<file path="src/hw/shcfg_defines.svh">
// Offsets, field positions and defaults of the configuration bank.
// Assumes shcfg_pkg is compiled alongside.
`ifndef SHCFG_DEFINES_SVH
`define SHCFG_DEFINES_SVH

// Register indices; byte address is four times the index
`define SHCFG_IDX_OUT_PATH      8'h0a
`define SHCFG_IDX_MODE_SYNC     8'h0b
`define SHCFG_IDX_LOCK_HOLD     8'h0c
`define SHCFG_IDX_HOLD_PIN      8'h0d
`define SHCFG_IDX_SIG_LOSS      8'h0e
// Reset command word and status word
`define SHCFG_IDX_DEV_RESET     8'h00
`define SHCFG_IDX_STATUS        8'h10

// Register defaults
`define SHCFG_RST_OUT_PATH      32'h00000200
`define SHCFG_RST_MODE_SYNC     32'h05811000
`define SHCFG_RST_LOCK_HOLD     32'h1b000180
`define SHCFG_RST_HOLD_PIN      32'h3b020660
`define SHCFG_RST_SIG_LOSS      32'h12000000

// Field positions
`define SHCFG_B_OSC_PATH        12
`define SHCFG_B_FB_MUX_EN       11
`define SHCFG_B_FB_SEL_HI       7
`define SHCFG_B_FB_SEL_LO       5
`define SHCFG_B_EXCL_HI         25
`define SHCFG_B_EXCL_LO         20
`define SHCFG_B_ALIGN_OUT_HI    19
`define SHCFG_B_ALIGN_OUT_LO    18
`define SHCFG_B_ALIGN_QUAL      17
`define SHCFG_B_ALIGN_POL       16
`define SHCFG_B_ALIGN_AUTO      15
`define SHCFG_B_XTAL_EN         5
`define SHCFG_B_LOCK_SEL_HI     31
`define SHCFG_B_LOCK_SEL_LO     27
`define SHCFG_B_ALIGN_L2        23
`define SHCFG_B_ALIGN_L1        22
`define SHCFG_B_TRACK           8
`define SHCFG_B_HOLD_HI         7
`define SHCFG_B_HOLD_LO         6
`define SHCFG_B_L1_TRIG_OFF     15
`define SHCFG_B_SEL_MODE_HI     11
`define SHCFG_B_SEL_MODE_LO     9
`define SHCFG_B_PIN_INV         8
`define SHCFG_B_REF1_OK         6
`define SHCFG_B_REF0_OK         5
`define SHCFG_B_LOSS_TO_HI      31
`define SHCFG_B_LOSS_TO_LO      30
`define SHCFG_B_LOSS_ON         28
`define SHCFG_B_ST1_TYPE_HI     26
`define SHCFG_B_ST1_TYPE_LO     24
`define SHCFG_B_DEV_RESET       17

// Codes
`define SHCFG_SEL_MODE_PIN      3'h6
`define SHCFG_HOLD_AUTO         2'h2

// Loss timeout for code 0, and its cycles at 125 MHz
`define SHCFG_LOSS_TO0_NS       1200
`define SHCFG_CLK_PERIOD_NS     8
`define SHCFG_LOSS_TO0_CYC      ((`SHCFG_LOSS_TO0_NS + `SHCFG_CLK_PERIOD_NS - 1) / `SHCFG_CLK_PERIOD_NS)

`endif

</file>
<file path="src/hw/shcfg_pkg.sv">
// Types shared by the configuration bank.
// Assumes nothing beyond a SystemVerilog compiler.
package shcfg_pkg;
    typedef enum logic [1:0] {
        SHCFG_RESP_OKAY   = 2'h0,
        SHCFG_RESP_SLVERR = 2'h2
    } shcfg_resp_e;

    // Bus write side status, travels together
    typedef struct packed {
        logic        valid;
        shcfg_resp_e resp;
    } shcfg_bresp_s;

    // Decoded controls handed to the analog and pin logic
    typedef struct packed {
        logic       osc_path_select;
        logic       feedback_mux_power;
        logic [2:0] feedback_select;
        logic [5:0] group_sync_exclude;
        logic [1:0] align_pin_drive;
        logic       align_qualify;
        logic       align_pin_polarity;
        logic       crystal_osc_enable;
        logic [4:0] lock_pin_select;
        logic       dac_track;
        logic [1:0] holdover_cfg;
        logic [2:0] ref_input_select_mode;
        logic       status_pin_invert;
        logic       ref1_usable;
        logic       ref0_usable;
        logic [1:0] signal_loss_timeout;
        logic       signal_loss_detect_on;
        logic [2:0] status_pin1_io_type;
    } shcfg_ctrl_s;
endpackage

</file>
<file path="src/hw/shcfg_bank.sv">
// Sync, holdover and reference input configuration bank.
// Assumes an AXI4-Lite master on clk; status pins are asynchronous.
//
// Implementation choice: register access over AXI4-Lite.
`timescale 1ns/1ps
`default_nettype none
`include "shcfg_defines.svh"

module shcfg_bank
(
    input  wire logic                   clk,            // 125 MHz clock
    input  wire logic                   rst_b,          // Async reset, active low
    input  wire logic [7:0]             s_axi_awaddr,   // Write address
    input  wire logic                   s_axi_awvalid,  // Write address valid
    output var  logic                   s_axi_awready,  // Write address ready
    input  wire logic [31:0]            s_axi_wdata,    // Write data
    input  wire logic [3:0]             s_axi_wstrb,    // Write strobes
    input  wire logic                   s_axi_wvalid,   // Write data valid
    output var  logic                   s_axi_wready,   // Write data ready
    output var  logic [1:0]             s_axi_bresp,    // Write response
    output var  logic                   s_axi_bvalid,   // Write response valid
    input  wire logic                   s_axi_bready,   // Write response ready
    input  wire logic [7:0]             s_axi_araddr,   // Read address
    input  wire logic                   s_axi_arvalid,  // Read address valid
    output var  logic                   s_axi_arready,  // Read address ready
    output var  logic [31:0]            s_axi_rdata,    // Read data
    output var  logic [1:0]             s_axi_rresp,    // Read response
    output var  logic                   s_axi_rvalid,   // Read data valid
    input  wire logic                   s_axi_rready,   // Read data ready
    input  wire logic                   align_pin_in,   // Sync pin level
    input  wire logic                   loop1_lock,     // Loop one lock detect
    input  wire logic                   loop2_lock,     // Loop two lock detect
    input  wire logic                   ref0_active,    // Reference 0 activity
    input  wire logic                   ref1_active,    // Reference 1 activity
    input  wire logic                   status_pin0_in, // Select pin 0
    input  wire logic                   status_pin1_in, // Select pin 1
    output var  shcfg_pkg::shcfg_ctrl_s ctrl,           // Decoded configuration
    output var  logic                   align_request,  // Alignment event pulse
    output var  logic                   align_hold,     // Alignment held active
    output var  logic                   holdover_enter, // Holdover entry pulse
    output var  logic [1:0]             pin_ref_select, // Polarity-fixed select pins
    output var  logic                   ref0_lost,      // Loss of signal, ref 0
    output var  logic                   ref1_lost       // Loss of signal, ref 1
);
    import shcfg_pkg::*;

    logic [31:0] out_path_reg, mode_sync_reg, lock_hold_reg, hold_pin_reg, sig_loss_reg;
    logic        soft_rst_reg;
    logic        aw_held_reg, w_held_reg;
    logic [7:0]  aw_addr_reg;
    logic [31:0] w_data_reg;
    logic [3:0]  w_strb_reg;
    logic        wr_go;
    logic [7:0]  wr_idx, rd_idx;
    logic        wr_hit;
    logic [31:0] rd_word;
    logic        rd_hit;

    // Three-stage synchronisers for the async inputs
    localparam int NSYNC = 7;
    logic [NSYNC-1:0] raw_in;
    logic [NSYNC-1:0] s1_reg, s2_reg, s3_reg, clean_reg;
    assign raw_in = {status_pin1_in, status_pin0_in, ref1_active, ref0_active,
                     loop2_lock, loop1_lock, align_pin_in};

    genvar gi;
    generate
        for (gi = 0; gi < NSYNC; gi++) begin : g_sync
            // A change counts only once stages two and three agree
            always_ff @(posedge clk or negedge rst_b) begin
                if (!rst_b) begin
                    s1_reg[gi]    <= 1'b0;
                    s2_reg[gi]    <= 1'b0;
                    s3_reg[gi]    <= 1'b0;
                    clean_reg[gi] <= 1'b0;
                end else begin
                    s1_reg[gi] <= raw_in[gi];
                    s2_reg[gi] <= s1_reg[gi];
                    s3_reg[gi] <= s2_reg[gi];
                    if (s2_reg[gi] == s3_reg[gi]) begin
                        clean_reg[gi] <= s3_reg[gi];
                    end
                end
            end
        end
    endgenerate

    // Write capture: address and data in either order
    always_ff @(posedge clk or negedge rst_b) begin
        if (!rst_b) begin
            aw_held_reg <= 1'b0;
            w_held_reg  <= 1'b0;
            aw_addr_reg <= 8'h00;
            w_data_reg  <= 32'h00000000;
            w_strb_reg  <= 4'h0;
        end else begin
            if (s_axi_awvalid && s_axi_awready) begin
                aw_held_reg <= 1'b1;
                aw_addr_reg <= s_axi_awaddr;
            end else if (wr_go) begin
                aw_held_reg <= 1'b0;
            end
            if (s_axi_wvalid && s_axi_wready) begin
                w_held_reg <= 1'b1;
                w_data_reg <= s_axi_wdata;
                w_strb_reg <= s_axi_wstrb;
            end else if (wr_go) begin
                w_held_reg <= 1'b0;
            end
        end
    end

    // Ready drops while a word is held or a response is pending
    always_ff @(posedge clk or negedge rst_b) begin
        if (!rst_b) begin
            s_axi_awready <= 1'b0;
            s_axi_wready  <= 1'b0;
        end else begin
            s_axi_awready <= !aw_held_reg && !(s_axi_awvalid && s_axi_awready) && !s_axi_bvalid
                             && !wr_go;
            s_axi_wready  <= !w_held_reg && !(s_axi_wvalid && s_axi_wready) && !s_axi_bvalid
                             && !wr_go;
        end
    end

    assign wr_go  = aw_held_reg && w_held_reg && !s_axi_bvalid;
    assign wr_idx = {2'h0, aw_addr_reg[7:2]};
    // Whole-word writes only, so fields never tear
    assign wr_hit = (w_strb_reg == 4'hf) && (aw_addr_reg[1:0] == 2'h0) &&
                    (wr_idx == `SHCFG_IDX_OUT_PATH || wr_idx == `SHCFG_IDX_MODE_SYNC ||
                     wr_idx == `SHCFG_IDX_LOCK_HOLD || wr_idx == `SHCFG_IDX_HOLD_PIN ||
                     wr_idx == `SHCFG_IDX_SIG_LOSS || wr_idx == `SHCFG_IDX_DEV_RESET);

    // Write response
    always_ff @(posedge clk or negedge rst_b) begin
        if (!rst_b) begin
            s_axi_bvalid <= 1'b0;
            s_axi_bresp  <= SHCFG_RESP_OKAY;
        end else if (wr_go) begin
            s_axi_bvalid <= 1'b1;
            s_axi_bresp  <= wr_hit ? SHCFG_RESP_OKAY : SHCFG_RESP_SLVERR;
        end else if (s_axi_bready) begin
            s_axi_bvalid <= 1'b0;
        end
    end

    // Soft reset pulse; acts one cycle after the write
    always_ff @(posedge clk or negedge rst_b) begin
        if (!rst_b) begin
            soft_rst_reg <= 1'b0;
        end else begin
            soft_rst_reg <= wr_go && wr_hit && wr_idx == `SHCFG_IDX_DEV_RESET
                            && w_data_reg[`SHCFG_B_DEV_RESET];
        end
    end

    // Configuration words; both resets load defaults
    always_ff @(posedge clk or negedge rst_b) begin
        if (!rst_b) begin
            out_path_reg  <= `SHCFG_RST_OUT_PATH;
            mode_sync_reg <= `SHCFG_RST_MODE_SYNC;
            lock_hold_reg <= `SHCFG_RST_LOCK_HOLD;
            hold_pin_reg  <= `SHCFG_RST_HOLD_PIN;
            sig_loss_reg  <= `SHCFG_RST_SIG_LOSS;
        end else if (soft_rst_reg) begin
            out_path_reg  <= `SHCFG_RST_OUT_PATH;
            mode_sync_reg <= `SHCFG_RST_MODE_SYNC;
            lock_hold_reg <= `SHCFG_RST_LOCK_HOLD;
            hold_pin_reg  <= `SHCFG_RST_HOLD_PIN;
            sig_loss_reg  <= `SHCFG_RST_SIG_LOSS;
        end else if (wr_go && wr_hit) begin
            // Whole register replaced at once
            case (wr_idx)
                `SHCFG_IDX_OUT_PATH:  out_path_reg  <= w_data_reg;
                `SHCFG_IDX_MODE_SYNC: mode_sync_reg <= w_data_reg;
                `SHCFG_IDX_LOCK_HOLD: lock_hold_reg <= w_data_reg;
                `SHCFG_IDX_HOLD_PIN:  hold_pin_reg  <= w_data_reg;
                `SHCFG_IDX_SIG_LOSS:  sig_loss_reg  <= w_data_reg;
                default: ;
            endcase
        end
    end

    // Decoded fields, registered so outputs come from flops
    always_ff @(posedge clk or negedge rst_b) begin
        if (!rst_b) begin
            ctrl <= '0;
        end else begin
            ctrl.osc_path_select       <= out_path_reg[`SHCFG_B_OSC_PATH];
            ctrl.feedback_mux_power    <= out_path_reg[`SHCFG_B_FB_MUX_EN];
            ctrl.feedback_select       <= out_path_reg[`SHCFG_B_FB_SEL_HI:`SHCFG_B_FB_SEL_LO];
            ctrl.group_sync_exclude    <= mode_sync_reg[`SHCFG_B_EXCL_HI:`SHCFG_B_EXCL_LO];
            ctrl.align_pin_drive       <= mode_sync_reg[`SHCFG_B_ALIGN_OUT_HI:`SHCFG_B_ALIGN_OUT_LO];
            ctrl.align_qualify         <= mode_sync_reg[`SHCFG_B_ALIGN_QUAL];
            ctrl.align_pin_polarity    <= mode_sync_reg[`SHCFG_B_ALIGN_POL];
            ctrl.crystal_osc_enable    <= mode_sync_reg[`SHCFG_B_XTAL_EN];
            ctrl.lock_pin_select       <= lock_hold_reg[`SHCFG_B_LOCK_SEL_HI:`SHCFG_B_LOCK_SEL_LO];
            ctrl.dac_track             <= lock_hold_reg[`SHCFG_B_TRACK];
            ctrl.holdover_cfg          <= lock_hold_reg[`SHCFG_B_HOLD_HI:`SHCFG_B_HOLD_LO];
            ctrl.ref_input_select_mode <= hold_pin_reg[`SHCFG_B_SEL_MODE_HI:`SHCFG_B_SEL_MODE_LO];
            ctrl.status_pin_invert     <= hold_pin_reg[`SHCFG_B_PIN_INV];
            ctrl.ref1_usable           <= hold_pin_reg[`SHCFG_B_REF1_OK];
            ctrl.ref0_usable           <= hold_pin_reg[`SHCFG_B_REF0_OK];
            ctrl.signal_loss_timeout   <= sig_loss_reg[`SHCFG_B_LOSS_TO_HI:`SHCFG_B_LOSS_TO_LO];
            ctrl.signal_loss_detect_on <= sig_loss_reg[`SHCFG_B_LOSS_ON];
            ctrl.status_pin1_io_type   <= sig_loss_reg[`SHCFG_B_ST1_TYPE_HI:`SHCFG_B_ST1_TYPE_LO];
        end
    end

    // Alignment events: pin edge, or a write to the reset command word when auto is set
    logic align_pin_prev_reg;
    logic pin_active, div_write;
    assign pin_active = clean_reg[0] ^ !mode_sync_reg[`SHCFG_B_ALIGN_POL];
    assign div_write  = wr_go && wr_hit && wr_idx <= 8'h05
                        && mode_sync_reg[`SHCFG_B_ALIGN_AUTO];
    always_ff @(posedge clk or negedge rst_b) begin
        if (!rst_b) begin
            align_pin_prev_reg <= 1'b0;
            align_request      <= 1'b0;
        end else begin
            align_pin_prev_reg <= pin_active;
            align_request      <= (pin_active && !align_pin_prev_reg) || div_write;
        end
    end

    // Alignment held until selected loops lock
    always_ff @(posedge clk or negedge rst_b) begin
        if (!rst_b) begin
            align_hold <= 1'b0;
        end else begin
            align_hold <= (lock_hold_reg[`SHCFG_B_ALIGN_L2] && !clean_reg[2]) ||
                          (lock_hold_reg[`SHCFG_B_ALIGN_L1] && !clean_reg[1]);
        end
    end

    // Holdover entry on loop one lock loss, unless disabled
    logic loop1_prev_reg;
    always_ff @(posedge clk or negedge rst_b) begin
        if (!rst_b) begin
            loop1_prev_reg <= 1'b0;
            holdover_enter <= 1'b0;
        end else begin
            loop1_prev_reg <= clean_reg[1];
            holdover_enter <= loop1_prev_reg && !clean_reg[1]
                              && !hold_pin_reg[`SHCFG_B_L1_TRIG_OFF]
                              && lock_hold_reg[`SHCFG_B_HOLD_HI:`SHCFG_B_HOLD_LO]
                                 == `SHCFG_HOLD_AUTO;
        end
    end

    // Select pins inverted only in pin-select mode
    logic pin_inv;
    assign pin_inv = hold_pin_reg[`SHCFG_B_PIN_INV] &&
                     hold_pin_reg[`SHCFG_B_SEL_MODE_HI:`SHCFG_B_SEL_MODE_LO]
                     == `SHCFG_SEL_MODE_PIN;
    always_ff @(posedge clk or negedge rst_b) begin
        if (!rst_b) begin
            pin_ref_select <= 2'h0;
        end else begin
            pin_ref_select <= clean_reg[6:5] ^ {2{pin_inv}};
        end
    end

    // Loss-of-signal timers; only code 0 has a known length, others scale it
    localparam int LOSS_W = 12;
    logic [LOSS_W-1:0] loss_limit;
    logic [LOSS_W-1:0] loss_cnt_reg [2];
    logic [1:0]        act_prev_reg;
    logic [1:0]        lost_next;
    assign loss_limit = LOSS_W'(`SHCFG_LOSS_TO0_CYC) <<
                        sig_loss_reg[`SHCFG_B_LOSS_TO_HI:`SHCFG_B_LOSS_TO_LO];
    generate
        for (gi = 0; gi < 2; gi++) begin : g_loss
            always_ff @(posedge clk or negedge rst_b) begin
                if (!rst_b) begin
                    loss_cnt_reg[gi] <= '0;
                    act_prev_reg[gi] <= 1'b0;
                end else begin
                    act_prev_reg[gi] <= clean_reg[3+gi];
                    if (!sig_loss_reg[`SHCFG_B_LOSS_ON] ||
                        clean_reg[3+gi] != act_prev_reg[gi]) begin
                        loss_cnt_reg[gi] <= '0;
                    end else if (loss_cnt_reg[gi] < loss_limit) begin
                        loss_cnt_reg[gi] <= loss_cnt_reg[gi] + 1'b1;
                    end
                end
            end
            assign lost_next[gi] = sig_loss_reg[`SHCFG_B_LOSS_ON] &&
                                   loss_cnt_reg[gi] >= loss_limit;
        end
    endgenerate
    always_ff @(posedge clk or negedge rst_b) begin
        if (!rst_b) begin
            ref0_lost <= 1'b0;
            ref1_lost <= 1'b0;
        end else begin
            ref0_lost <= lost_next[0];
            ref1_lost <= lost_next[1];
        end
    end

    // Read decode; status word shows live block state
    assign rd_idx = {2'h0, s_axi_araddr[7:2]};
    always_comb begin
        rd_hit  = 1'b1;
        rd_word = 32'h00000000;
        case (rd_idx)
            `SHCFG_IDX_OUT_PATH:   rd_word = out_path_reg;
            `SHCFG_IDX_MODE_SYNC:  rd_word = mode_sync_reg;
            `SHCFG_IDX_LOCK_HOLD:  rd_word = lock_hold_reg;
            `SHCFG_IDX_HOLD_PIN:   rd_word = hold_pin_reg;
            `SHCFG_IDX_SIG_LOSS:   rd_word = sig_loss_reg;
            `SHCFG_IDX_DEV_RESET:  rd_word = 32'h00000000;
            `SHCFG_IDX_STATUS:     rd_word = {26'h0, ref1_lost, ref0_lost, align_hold,
                                              pin_ref_select, clean_reg[1]};
            default:               rd_hit  = 1'b0;
        endcase
        if (s_axi_araddr[1:0] != 2'h0) begin
            rd_hit = 1'b0;
        end
    end

    // Read channel: one read at a time, answered next cycle
    always_ff @(posedge clk or negedge rst_b) begin
        if (!rst_b) begin
            s_axi_arready <= 1'b0;
            s_axi_rvalid  <= 1'b0;
            s_axi_rdata   <= 32'h00000000;
            s_axi_rresp   <= SHCFG_RESP_OKAY;
        end else begin
            s_axi_arready <= !s_axi_rvalid && !(s_axi_arvalid && s_axi_arready);
            if (s_axi_arvalid && s_axi_arready) begin
                s_axi_rvalid <= 1'b1;
                s_axi_rdata  <= rd_hit ? rd_word : 32'h00000000;
                s_axi_rresp  <= rd_hit ? SHCFG_RESP_OKAY : SHCFG_RESP_SLVERR;
            end else if (s_axi_rready) begin
                s_axi_rvalid <= 1'b0;
            end
        end
    end

endmodule
`default_nettype wire

</file>
<file path="config.mk">
export PLATFORM = sky130hd
export DESIGN_NAME = shcfg_bank
export DESIGN_NICKNAME = d
export VERILOG_FILES = /design/src/hw/shcfg_pkg.sv /design/src/hw/shcfg_bank.sv
export VERILOG_INCLUDE_DIRS = /design/src /design/src/hw
export SDC_FILE = /design/constraint.sdc
export NUM_CORES = 1
export LEC_CHECK = 0
export BUFFER_PORTS_ARGS = -buffer_cell sky130_fd_sc_hd__buf_2
export CORE_ASPECT_RATIO = 2
export CORE_MARGIN = 2
export CORE_UTILIZATION = 35
export CTS_CLUSTER_DIAMETER = 120
export DETAILED_ROUTE_END_ITERATION = 7
export GPL_TIMING_DRIVEN = 0
export PLACE_DENSITY_LB_ADDON = 0.08
export SYNTH_ARGS = -nofsm -noshare
export SYNTH_HDL_FRONTEND = slang
export SYNTH_SLANG_ARGS = --single-unit
</file>
<file path="constraint.sdc">
create_clock -name clk -period 2.58 [get_ports clk]
set_clock_uncertainty 0.1 [all_clocks]
set_input_delay 0.774 -clock clk [delete_from_list [all_inputs] [get_ports clk]]
set_output_delay 0.774 -clock clk [all_outputs]
set_load 0.05 [all_outputs]
</file>
After elaboration in Yosys (flattened, before gate mapping)
Index checks and enable logic that the tools add are counted.
- output and inout bits: 84
- register bits: 347
- bits of input ports: 66
- magnitude comparators: 5
- eq/ne operators: 23
- bitwise operators: 2
- $add $sub $neg: 2
- reduce and logical (&&, ||, !) cells: 73
- shift-type cells: 1
- muxes and demuxes: 32
- operator list (kind ; number):
    $mux W32 ; 16
    $pmux W32 S6 ; 1
    $eq A6 B4 Y1 const B ; 10
    $mux W12 ; 4
    $logic_and A1 B1 Y1 ; 28
    $reduce_bool A2 Y1 ; 13
    $add A12 B1 Y12 const B ; 2
    $ge A12 B12 Y1 ; 2
    $lt A12 B12 Y1 ; 2
    $logic_not A8 Y1 ; 2
    $logic_not A1 Y1 ; 14
    $shl A8 B2 Y12 const A ; 1
    $reduce_and A2 Y1 ; 5
    $logic_or A1 B1 Y1 ; 9
    $mux W1 ; 9
    $eq A1 B1 Y1 ; 7
    $reduce_or A7 Y1 ; 1
    $eq A6 B5 Y1 const B ; 1
    $le A6 B3 Y1 const B ; 1
    $eq A4 B4 Y1 const B ; 1
    $mux W2 ; 2
    $eq A3 B3 Y1 const B ; 1
    $eq A2 B2 Y1 const B ; 1
    $logic_not A2 Y1 ; 1
    other kinds (3) ; 4

Logic depth before layout (Yosys ltp)
Gate-level depths: netlist of run 1.
- word-level depth: 11
- depth in mapped cells: 11
- mapped depth without buffers: 9

Least setup slack after synthesis of run 1
OpenSTA, ideal clock, no wires.
- path kind: register -> register
- start: reg sig_loss_reg[30]
- end: reg loss_cnt_reg[21] (netlist name)
- period minus slack after synthesis: 2656 ps
- buffers on the path: 1
- slack: -76 ps
- arrival time: 2478 ps
- library setup time: 78 ps
- cell stages (with the launch flop): 11
- cell sequence: dfrtp_1 inv_1 ha_1 inv_1 ha_1 a21o_1 a211o_1 a211o_1 buf_6 or4_1 a21oi_1
- word-level cells in the longest chain between the ends: 3
- RTL lines (item ; line ; RTL):
    start, declared ; shcfg_bank.sv:47 ; logic [31:0] out_path_reg, mode_sync_reg, lock_hold_reg, hold_pin_reg, sig_loss_reg;
    start signal, assigned ; shcfg_bank.sv:164 ; sig_loss_reg <= `SHCFG_RST_SIG_LOSS;
    start signal, assigned ; shcfg_bank.sv:170 ; sig_loss_reg <= `SHCFG_RST_SIG_LOSS;
    start signal, assigned ; shcfg_bank.sv:178 ; `SHCFG_IDX_SIG_LOSS: sig_loss_reg <= w_data_reg;
    $shl A8 B2 Y12 ; shcfg_bank.sv:270 ; assign loss_limit = LOSS_W'(`SHCFG_LOSS_TO0_CYC) <<
    $lt A12 B12 Y1 ; shcfg_bank.sv:283 ; end else if (loss_cnt_reg[gi] < loss_limit) begin
    $reduce_bool A2 Y1 (no source line) ; - ;
    end signal, assigned by index ; shcfg_bank.sv:284 ; loss_cnt_reg[gi] <= loss_cnt_reg[gi] + 1'b1;
    end, declared ; shcfg_bank.sv:267 ; logic [LOSS_W-1:0] loss_cnt_reg [2];
Every way passes these cells.
A chain may end at the register's enable or synchronous reset.

Worst setup path after layout of run 1
- start: reg sig_loss_reg[31]
- end: reg loss_cnt_reg[21] (netlist name)
The elaborated chain is that of the path after synthesis.

==> impl_results.md, run 1 <==
* Synth area leaders: dfrtp_1 55%, nand2_1 9.7%, a21oi_1 6.3%
* Fin. max-slew vios at 0
* Seq cells post-synth at 345
* Final critical-path required period at 2635 ps
* Detailed Route Iter0 Violations at 623
* Post-route worst setup slack at -55.21 ps
* Kind of critical path: flip-flop to flip-flop
* Number of flops mapped to enable cells by yosys at 0
* Number of top-level pins at 150
* Reg-to-reg slack, setup at -60 ps
* DRT Pass-1 Iters at 8
* Cts bufs inserted at 35
* Layout Nets at between 1500 and 2000
* Crit end category: flip-flop
* Worst-margin pin slew at ~1100 ps
* Row count at between 100 and 150
* Final hold viol count at 0
* Worst Path Required at 2940 ps
* Peak supply drop at 0.5576 mV
* Failing checks: setup timing
* Cells after synthesis at 1416
* Total grt overflow at 0
* Post-DP HPWL at 33970 um
* Clock latency at the later pin of the worst-skew pair at roughly 540 ps
* Routed Antenna Nets at 0
* Clock Tree Buf Depth at 3
* DRC Markers at 0
* Yosys warns at 0
* Fillers at 4174
* Number of diodes at 0
* CP Launch Type: flip-flop
* Gr usage total at 22.21%
* Synthesized area at 0.01471 sq mm
* Area of the multi-input gates at 0.005967 sq mm
* Max-Cap Viols at 0
* Clock transition at the registers of the reported paths at 70 ps
* Root Buffer: clkbuf_16
* Cell total after placement at 2107
* Die area at 0.04378 sq mm
* Largest net degree at the start of global routing at 109
* Netlist cell types at between 50 and 60
* Setup violators final at 4
* CP max stage delay at 490 ps
* CP arrival at between 2000 and 3000 ps
* Die H at 293.9 um
* Post-layout util at 42.96%
* Worst-path cell chain: inv_4 -> ha_4 -> inv_4 -> ha_4 -> a21oi_2 -> a211oi_2 -> a211o_1 -> buf_6 -> or4_4 -> a21oi_2
* Initial core utilization at about a third
* Power Dens Cells at roughly 730 mW/mm^2
* Reg area at 0.008666 sq mm
* Setup TNS Final at -110.0 ps
* Hold Path Class: primary input to async pin
* Area growth syn-to-layout at 21.63%
* Status: complete, but fails checks
* CP top delay family: compound AO/OA/AOI/OAI gates
* TritonCTS clock tree: yes
* Vias at 11290
* WP buf/inv at 3
* Post-synth top area share at 54.61%
* Port bufs at roughly 150
* Synth area leader: dfrtp_1
* Reg-to-Reg Start: sig_loss_reg[31]
* Core ar. at 0.04164 sq mm
* CTS sink cnt at between 300 and 400
* P_leak at 7.990 nW
* DR vias/cell at 5.157
* Fmax at 379.5 MHz
* Fraction of layout cells with a size suffix above 1 at 23.29%
* Vias in the first global route at roughly 12000
* WL/cell at approximately 22 um
* Largest reg by FF count: ctrl
* Finished Layout Cells at 2189
* Final Cycle Share at 102.1%
* RSZ-0062 raised after global routing: yes
* Die Width at 149.0 um
* Sequential share of the synthesized area at approximately 59%
* CP max FO at 8
* GP Congestion at 0.8180
* Total length of routed wires at 48060 um
* CTS H-tree lvls at 2
* FF-to-FF path depth at 10
* Avg Inst Size Synth at 10.39 sq um
* Initial antenna violation count at 1
* Max_slew headroom at 25.39%
* R2r endpoint: loss_cnt_reg[21]
* Largest register FFs at 36
* First-pass GRT wire length at ~73000 um
* Ys async rst share at 100.0%
* Main flop type after synthesis: dfrtp_1
* Slowest stage cell, crit path: dfrtp_2
[through the flow]
step	setup slack (ps)	cell area [sq um]	hold slack [ps]	power [mW]
CTS	-138.5	17690	74.74	13.24
global route	-125.5	17890	96.71	13.65
floorplan	1.194	14740	231.2	7.306
global placement	-6412	16150	234.2	8.032
finish	-55.21	17890	63.00	13.08
detailed placement	-619.9	16240	236.4	8.085
[kinds of logic (layout without fill, tap and decap cells)]
group	Yosys count	in the layout	synth area share, %
AOI/OAI and AO/OA	298	298	11.22
other	1	2	0.02549
and+or+nand+nor	513	513	15.78
muxes	111	111	7.928
xor gates and xnor gates	9	9	0.5359
DFF	345	345	58.90
adders and majority gates	33	33	2.688
buffers and inverters	106	338	2.926
[synthesized netlist by cell type (4+ instances only)]
cell type and n:
nand2_1 381, dfrtp_1 321, a21oi_1 185, mux2i_1 67, clkbuf_1 65, o21ai_0 47
mux2_2 44, nand3b_1 28, ha_1 26, o22ai_1 26, dfstp_2 24, inv_1 19
nor2_1 17, buf_2 14, nand3_1 12, or4_1 10, xnor2_1 8, maj3_1 7
nand4_1 7, or3_1 7, a22o_1 6, and3_1 6, nand2b_1 6, nor4_2 6
a221o_1 5, buf_1 5, nand4b_1 5, nor2b_1 5, nor3_1 5, o21a_1 5
o31ai_1 5, and2_1 4, nor4_1 4
[layout by cell type, fill, tap and decap left out, types with 12 or more instances in the layout]
| master | instances |
|---|---|
| nand2_1 | 381 |
| dfrtp_1 | 319 |
| a21oi_1 | 176 |
| buf_2 | 163 |
| mux2i_1 | 67 |
| clkbuf_1 | 49 |
| mux2_2 | 44 |
| o21ai_0 | 41 |
| clkbuf_16 | 36 |
| nand3b_1 | 28 |
| o22ai_1 | 26 |
| dfstp_2 | 24 |
| buf_4 | 20 |
| nor2_1 | 16 |
| clkbuf_2 | 16 |
| ha_1 | 14 |
| inv_1 | 13 |
| ha_4 | 12 |
[report_power, final]
group / switching [mW] / internal [mW]
sequential: 0.728 / 5.88
clock: 2.25 / 2.82
combinational: 0.820 / 0.596
[repair_timing]
action                                  4_1_cts  5_1_grt
setup buffers                                12        7
hold endpoints to repair                      0        0
cloned                                        1        0
pin swaps                                    24       16
hold buffers                                  0        0
gates resized for setup                      58       45
endpoints found under the setup margin      159      144
[per-layer routing]
metal	vias up	routed length (um)	global-route usage [%]
met3	86	1926	2.465
met4	2	1441	7.108
met1	5605	17830	24.83
met2	317	26840	43.04
li1	5279	-	-
met5	-	13	0
[worst max path at each step]
| stage | from | end | slack, ps | cells after the start |
|---|---|---|---|---|
| after global routing | sig_loss_reg[31] | loss_cnt_reg[21] | -130 | 10 |
| final | sig_loss_reg[31] | loss_cnt_reg[21] | -60 | 10 |
| after global placement | rst_b | ctrl[22] | -6410 | 1 |
| after CTS | s_axi_bvalid | sig_loss_reg[26] | -140 | 6 |
| after detailed placement | s_axi_araddr[5] | s_axi_rdata[26] | -620 | 9 |
| after floorplan | sig_loss_reg[30] | loss_cnt_reg[21] | 1 | 10 |
[cell type report]
type	count	share of cell area, %
inverters	19	0.4546
flip-flops and latches	345	48.44
clock inverters	19	0.9231
clock buffers	45	5.273
plain buffers	85	2.273
repair buffers	170	5.511
well taps	540	3.776
multi-input cells	966	33.35
No activity file was read; power rests on OpenSTA's default activity.
==> run 2, diff against run 1 <==
Settings changed: CTS_BUF_LIST set to sky130_fd_sc_hd__clkbuf_4 sky130_fd_sc_hd__clkbuf_8.
==> run 2 against run 1 <==
- the run still ends with setup timing left
- utilization increased by 0.26 points
- maximum frequency decreased by 1.5%
- combinational power about the same
- wire length increased by 0.80%
- clock-buffer cell count increased by 41
- via count increased by 0.89%
- first-iteration DRC count decreased by 0.64%
- sequential power about the same
- critical endpoint unchanged
- largest cell class unchanged
- largest power group unchanged
- highest routed layer unchanged
==> impl_results.md, run 2 (same netlist as run 1, synthesis figures left out) <==
* Status: complete, but fails checks
* Failing checks: setup timing
* Vias in the first global route at 12040 (+1.7%)
* CTS sink cnt at 345 (unchanged)
* WL/cell at 21.82 um (-0.61%)
* DRC Markers at 0 (unchanged)
* Die Width at 149.0 um (unchanged)
* Finished Layout Cells at 2220 (+1.4%)
* DRT Pass-1 Iters at 8 (unchanged)
* Reg-to-reg slack, setup at -100 ps (-40 ps)
* Most frequent cells in the layout: 381 x nand2_1, 319 x dfrtp_1, 178 x a21oi_1
* Fraction of layout cells with a size suffix above 1 at 24.72% (+1.4 points)
* Post-DP HPWL at 33970 um (unchanged)
* Reg-to-Reg Start: sig_loss_reg[31]
* Detailed Route Iter0 Violations at 619 (-0.64%)
* Port bufs at 147 (unchanged)
* Vias at 11390 (+0.89%)
* CP endpoint: loss_cnt_reg[21]
* R2r endpoint: loss_cnt_reg[21]
* CP Launch Type: flip-flop
* Area growth syn-to-layout at 22.37%
* Power Dens Cells at 737.9 mW/mm^2 (+0.91%)
* Initial core utilization at 35.32% (unchanged)
* Worst-margin pin slew at 1096 ps (-23.43 ps)
* Routed Antenna Nets at 0 (unchanged)
* Root Buffer: clkbuf_8
* Fmax at 373.7 MHz (-1.5%)
* Row count at 106 (unchanged)
* Post-route worst setup slack at -96.18 ps (-40.96 ps)
* Fin. max-slew vios at 0 (unchanged)
* Hold Path Class: primary input to flip-flop
* Clock Tree Buf Depth at 3 (unchanged)
* Number of top-level pins at 150 (unchanged)
* Core ar. at 0.04164 sq mm (unchanged)
* Total grt overflow at 0 (unchanged)
* Die area at 0.04378 sq mm (unchanged)
* Clock transition at the registers of the reported paths at 70 ps (about the same)
* Die H at 293.9 um (unchanged)
* Cts bufs inserted at 53 (+51%)
* P_leak at 8.064 nW (+0.94%)
* Post-layout util at 43.22% (+0.26 points)
* DR vias/cell at 5.130 (-0.52%)
* Peak supply drop at 0.4777 mV (-14%)
* CTS H-tree lvls at 2 (unchanged)
* Worst Path Required at 3020 ps (+80 ps)
* Largest register FFs at 36 (unchanged)
* Area of the multi-input gates at 0.005956 sq mm (-0.19%)
* Fillers at 4182 (+0.19%)
* Clock latency at the later pin of the worst-skew pair at 620 ps (+80 ps)
* RSZ-0062 raised after global routing: yes
* Commonest non-fill, non-tap cell in the layout: nand2_1
* Cell total after placement at 2107 (unchanged)
* Gr usage total at 22.40% (+0.19 points)
* Setup violators final at 7 (+3)
* Final Cycle Share at 103.7% (+1.6 points)
* FF-to-FF path depth at 9 (-1)
* Largest net degree at the start of global routing at 109 (unchanged)
* Layout Nets at 1730 (+0.93%)
* Crit. Startpoint: sig_loss_reg[31]
* CP arrival at 3110 ps (+120 ps)
* Largest reg by FF count: ctrl
* Total length of routed wires at 48440 um (+0.80%)
* Setup TNS Final at -180.7 ps (-70.69 ps)
* CP max FO at 8 (unchanged)
* Max-Cap Viols at 0 (unchanged)
* TritonCTS clock tree: yes
* Initial antenna violation count at 2 (+1)
* GP Congestion at 0.8180 (unchanged)
* DP Worst Slack at -619.9 ps (unchanged)
* Max_slew headroom at 26.95% (+1.6 points)
* Crit end category: flip-flop
* Final hold viol count at 0 (unchanged)
* Reg area at 0.008666 sq mm (unchanged)
* Final critical-path required period at 2676 ps (+40.96 ps)
* Kind of critical path: flip-flop to flip-flop
* First-pass GRT wire length at 73400 um (+0.72%)
run 2: changes by cell type in the layout (fill, tap and decap cells not counted), sizes merged:
| cell | change |
|---|---|
| dlygate4sd3 | +1 |
| bufinv | +2 |
| clkinv | -9 |
| clkinvlp | +1 |
| clkbuf | +43 |
| inv | -3 |
| buf | -5 |
| diode | +1 |
run 2: how the worst min path moves through the flow:
stage | start | to | slack [ps] | cells past startpoint
2_1_floorplan | s1_reg[0] | s2_reg[0] | 230 | 0
3_3_place_gp | s1_reg[3] | s2_reg[3] | 230 | 0
3_5_place_dp | s1_reg[0] | s2_reg[0] | 240 | 0
4_1_cts | align_pin_in | s1_reg[0] | 120 | 1
5_1_grt | align_pin_in | s1_reg[0] | 130 | 1
6_report | align_pin_in | s1_reg[0] | 160 | 1
run 2: area by class of cell:
cell class	instances	area share, %
multi-input combinational	966	33.09
buffer	87	2.301
timing repair buffer	166	5.359
clock buffer	86	5.985
inverter	19	0.4796
tap	540	3.754
sequential	345	48.14
antenna	1	0.01390
clock inverter	10	0.8758
run 2: timing repair:
item | 4_1_cts | 5_1_grt
pin swaps | 22 | 21
cloned | 2 | 0
buffers inserted | 12 | 1
endpoints found under the setup margin | 155 | 141
resized for setup | 53 | 50
endpoints found under the hold margin | 8 | 0
hold buffers | 1 | 0
run 2: through the flow:
step	total power [mW]	hold WS [ps]	area (sq um)
global route	13.91	126.5	18000
CTS	13.46	116.1	17820
global placement	8.032	234.2	16150
floorplan	7.306	231.2	14740
detailed placement	8.085	236.4	16240
finish	13.28	155.7	18000
run 2: critical path: stages (launching register included):
cell	delay, ps
dfrtp_2	500
ha_4	200
inv_6	60
ha_4	190
a21o_1	150
a211o_1	270
a211o_1	310
buf_6	150
or4_4	510
a21oi_2	140
run 2: routing by layer:
metal | share of wire (%) | wire [um] | global-route usage [%] | vias to the layer above
li1 | - | - | - | 5323
met1 | 37 | 17780 | 24.73 | 5620
met2 | 56 | 27000 | 43.05 | 352
met3 | 4.5 | 2172 | 3.023 | 92
met4 | 3.0 | 1474 | 7.828 | 2
met5 | 0.023 | 11 | 0 | -
run 2: power by group:
| part | leakage, nW | switching, mW | internal [mW] |
|---|---|---|---|
| Clock | 0.643 | 2.22 | 3.04 |
| Combinational | 2.89 | 0.819 | 0.596 |
| Sequential | 4.53 | 0.733 | 5.88 |
==> run 3, diff against run 2 <==
Settings changed: BUFFER_PORTS_ARGS -buffer_cell sky130_fd_sc_hd__buf_2 to not set, DONT_BUFFER_PORTS set to 1.
==> run 3 against run 2 <==
- the run ends with hold timing, setup timing left
- combinational power is 26% lower
- register-to-register slack about the same
- die area unchanged
- critical path type unchanged
- largest cell class unchanged
==> impl_results.md, run 3 (same netlist as run 1, synthesis figures left out) <==
* Peak supply drop at 0.6815 mV (+43%)
* WL/cell at 23.56 um (+8.0%)
* DRT Pass-1 Iters at 5 (-3)
* Status: complete, but fails checks
* Cts bufs inserted at 53 (unchanged)
* Fin. max-slew vios at 0 (unchanged)
* Crit end category: flip-flop
* Finished Layout Cells at 2076 (-6.5%)
* Port bufs at 0 (-100%)
* Largest register FFs at 36 (unchanged)
* DP Worst Slack at -597.5 ps (+22.42 ps)
* Post-DP HPWL at 33640 um (-0.98%)
* Slowest stage cell, crit path: dfrtp_2
* Clock transition at the registers of the reported paths at 70 ps (about the same)
* First-pass GRT wire length at 73080 um (-0.43%)
* Detailed Route Iter0 Violations at 573 (-7.4%)
* DR vias/cell at 5.243 (+2.2%)
* Core ar. at 0.04164 sq mm (unchanged)
* Vias in the first global route at 11430 (-5.0%)
* GP Congestion at 0.8346 (+2.0%)
* Power Dens Cells at 756.0 mW/mm^2 (+2.4%)
* Hold Path Class: primary input to async pin
* Largest net degree at the start of global routing at 346 (+220%)
* Clock latency at the later pin of the worst-skew pair at 630 ps (about the same)
* TritonCTS clock tree: yes
* FF-to-FF path depth at 9 (unchanged)
* Clock Tree Buf Depth at 3 (unchanged)
* Total grt overflow at 0 (unchanged)
* Die area at 0.04378 sq mm (unchanged)
* Most frequent cells in the layout: 380 x nand2_1, 317 x dfrtp_1, 182 x a21oi_1
* Setup TNS Final at -206.9 ps (-26.25 ps)
* DRC Markers at 0 (unchanged)
* Reg-to-Reg Start: sig_loss_reg[31]
* Number of top-level pins at 150 (unchanged)
* Fraction of layout cells with a size suffix above 1 at 17.01% (-7.7 points)
* Final critical-path required period at 2665 ps (-11.47 ps)
* Worst-margin pin slew at 1284 ps (+188.3 ps)
* Cell total after placement at 1957 (-7.1%)
* Max-Cap Viols at 0 (unchanged)
* Setup violators final at 6 (-1)
* Minimum hold slack at -255.7 ps (-411.4 ps)
* Area growth syn-to-layout at 16.66%
* CP max stage delay at 500 ps (about the same)
* Die Width at 149.0 um (unchanged)
* CP Launch Type: flip-flop
* Final hold viol count at 167 (+167)
* CP max FO at 8 (unchanged)
* Max_slew headroom at 14.40% (-13 points)
* Root Buffer: clkbuf_8
* Vias at 10880 (-4.4%)
* Gr usage total at 22.52% (+0.12 points)
* Final Cycle Share at 103.3% (-0.44 points)
* CTS H-tree lvls at 2 (unchanged)
* Worst-path cell chain: ha_4 -> inv_4 -> ha_4 -> a21o_1 -> a211o_1 -> a211o_1 -> buf_6 -> or4_1 -> a21oi_1
* P_leak at 7.332 nW (-9.1%)
* Initial core utilization at 35.32% (unchanged)
* Routed Antenna Nets at 0 (unchanged)
* Die H at 293.9 um (unchanged)
* Row count at 106 (unchanged)
* Total length of routed wires at 48910 um (+0.98%)
* Crit. Startpoint: sig_loss_reg[31]
* Kind of critical path: flip-flop to flip-flop
* Layout Nets at 1584 (-8.4%)
* CP arrival at 3110 ps (about the same)
* Post-route worst setup slack at -84.71 ps (+11.47 ps)
* Worst Path Required at 3020 ps (about the same)
* Commonest non-fill, non-tap cell in the layout: nand2_1
* Failing checks: hold timing, setup timing
* Initial antenna violation count at 6 (+4)
* Largest reg by FF count: ctrl
* RSZ-0062 raised after global routing: yes
* Fmax at 375.3 MHz (+0.43%)
* CTS sink cnt at 345 (unchanged)
run 3: what timing repair did:
| item | in CTS | in global routing |
|---|---|---|
| setup buffers | 17 | 2 |
| endpoints found under the hold margin | 337 | 327 |
| endpoints found under the setup margin | 198 | 74 |
| cloned | 2 | 0 |
| gates resized for setup | 64 | 22 |
| pin swaps | 22 | 12 |
run 3: cell type report:
cell class,count,area [sq um]
Buffer,87,409.1
Multi-Input combinational cell,966,5914
Clock inverter,7,62.56
Tap cell,540,675.6
Antenna cell,2,5.005
Fill cell,4155,24490
Timing Repair Buffer,20,185.2
Sequential cell,345,8668
Clock buffer,90,1157
Inverter,19,81.33
run 3: where the power goes:
part,switching (mW),internal [mW],total [mW]
clock,2.25,2.91,5.17
combinational,0.522,0.524,1.05
sequential,0.883,5.88,6.76
total,3.66,9.31,13.0
run 3: stage by stage:
stage	utilization, %	instance area [sq um]	hold WS, ps	power, mW
floorplan	-	14740	231.2	7.306
global placement	37.01	15410	234.7	7.827
detailed placement	37.01	15410	234.7	7.853
CTS	40.94	17050	-300.2	13.17
global route	41.20	17160	-292.5	13.54
finish	41.20	17160	-255.7	12.97
run 3: worst paths after layout:
path                               endpoint  slack [ps]
min reg2reg                       s2_reg[2]         240
max                        loss_cnt_reg[21]         -80
max reg2reg                loss_cnt_reg[21]         -80
max in group asynchronous     s_axi_arready        1510
min in group clk                  s1_reg[1]          70
min                            clean_reg[3]        -260
run 3: worst max-delay path, delay by kind of cell, from the launching register on:
family | cells | cell delay [ps]
AOI/OAI and AO/OA | 4 | 890
and+or+nand+nor | 1 | 470
adders and majority gates | 2 | 400
buffers and inverters | 2 | 230
DFF | 1 | 500
run 3: per-layer routing:
layer,part of all wire [%],vias up,GRT usage (%),wire length (um)
li1,-,5036,-,-
met5,0.096,-,0,47
met1,35,5406,23.90,17350
met4,3.8,6,9.245,1859
met3,5.3,119,4.589,2577
met2,55,317,42.56,27080
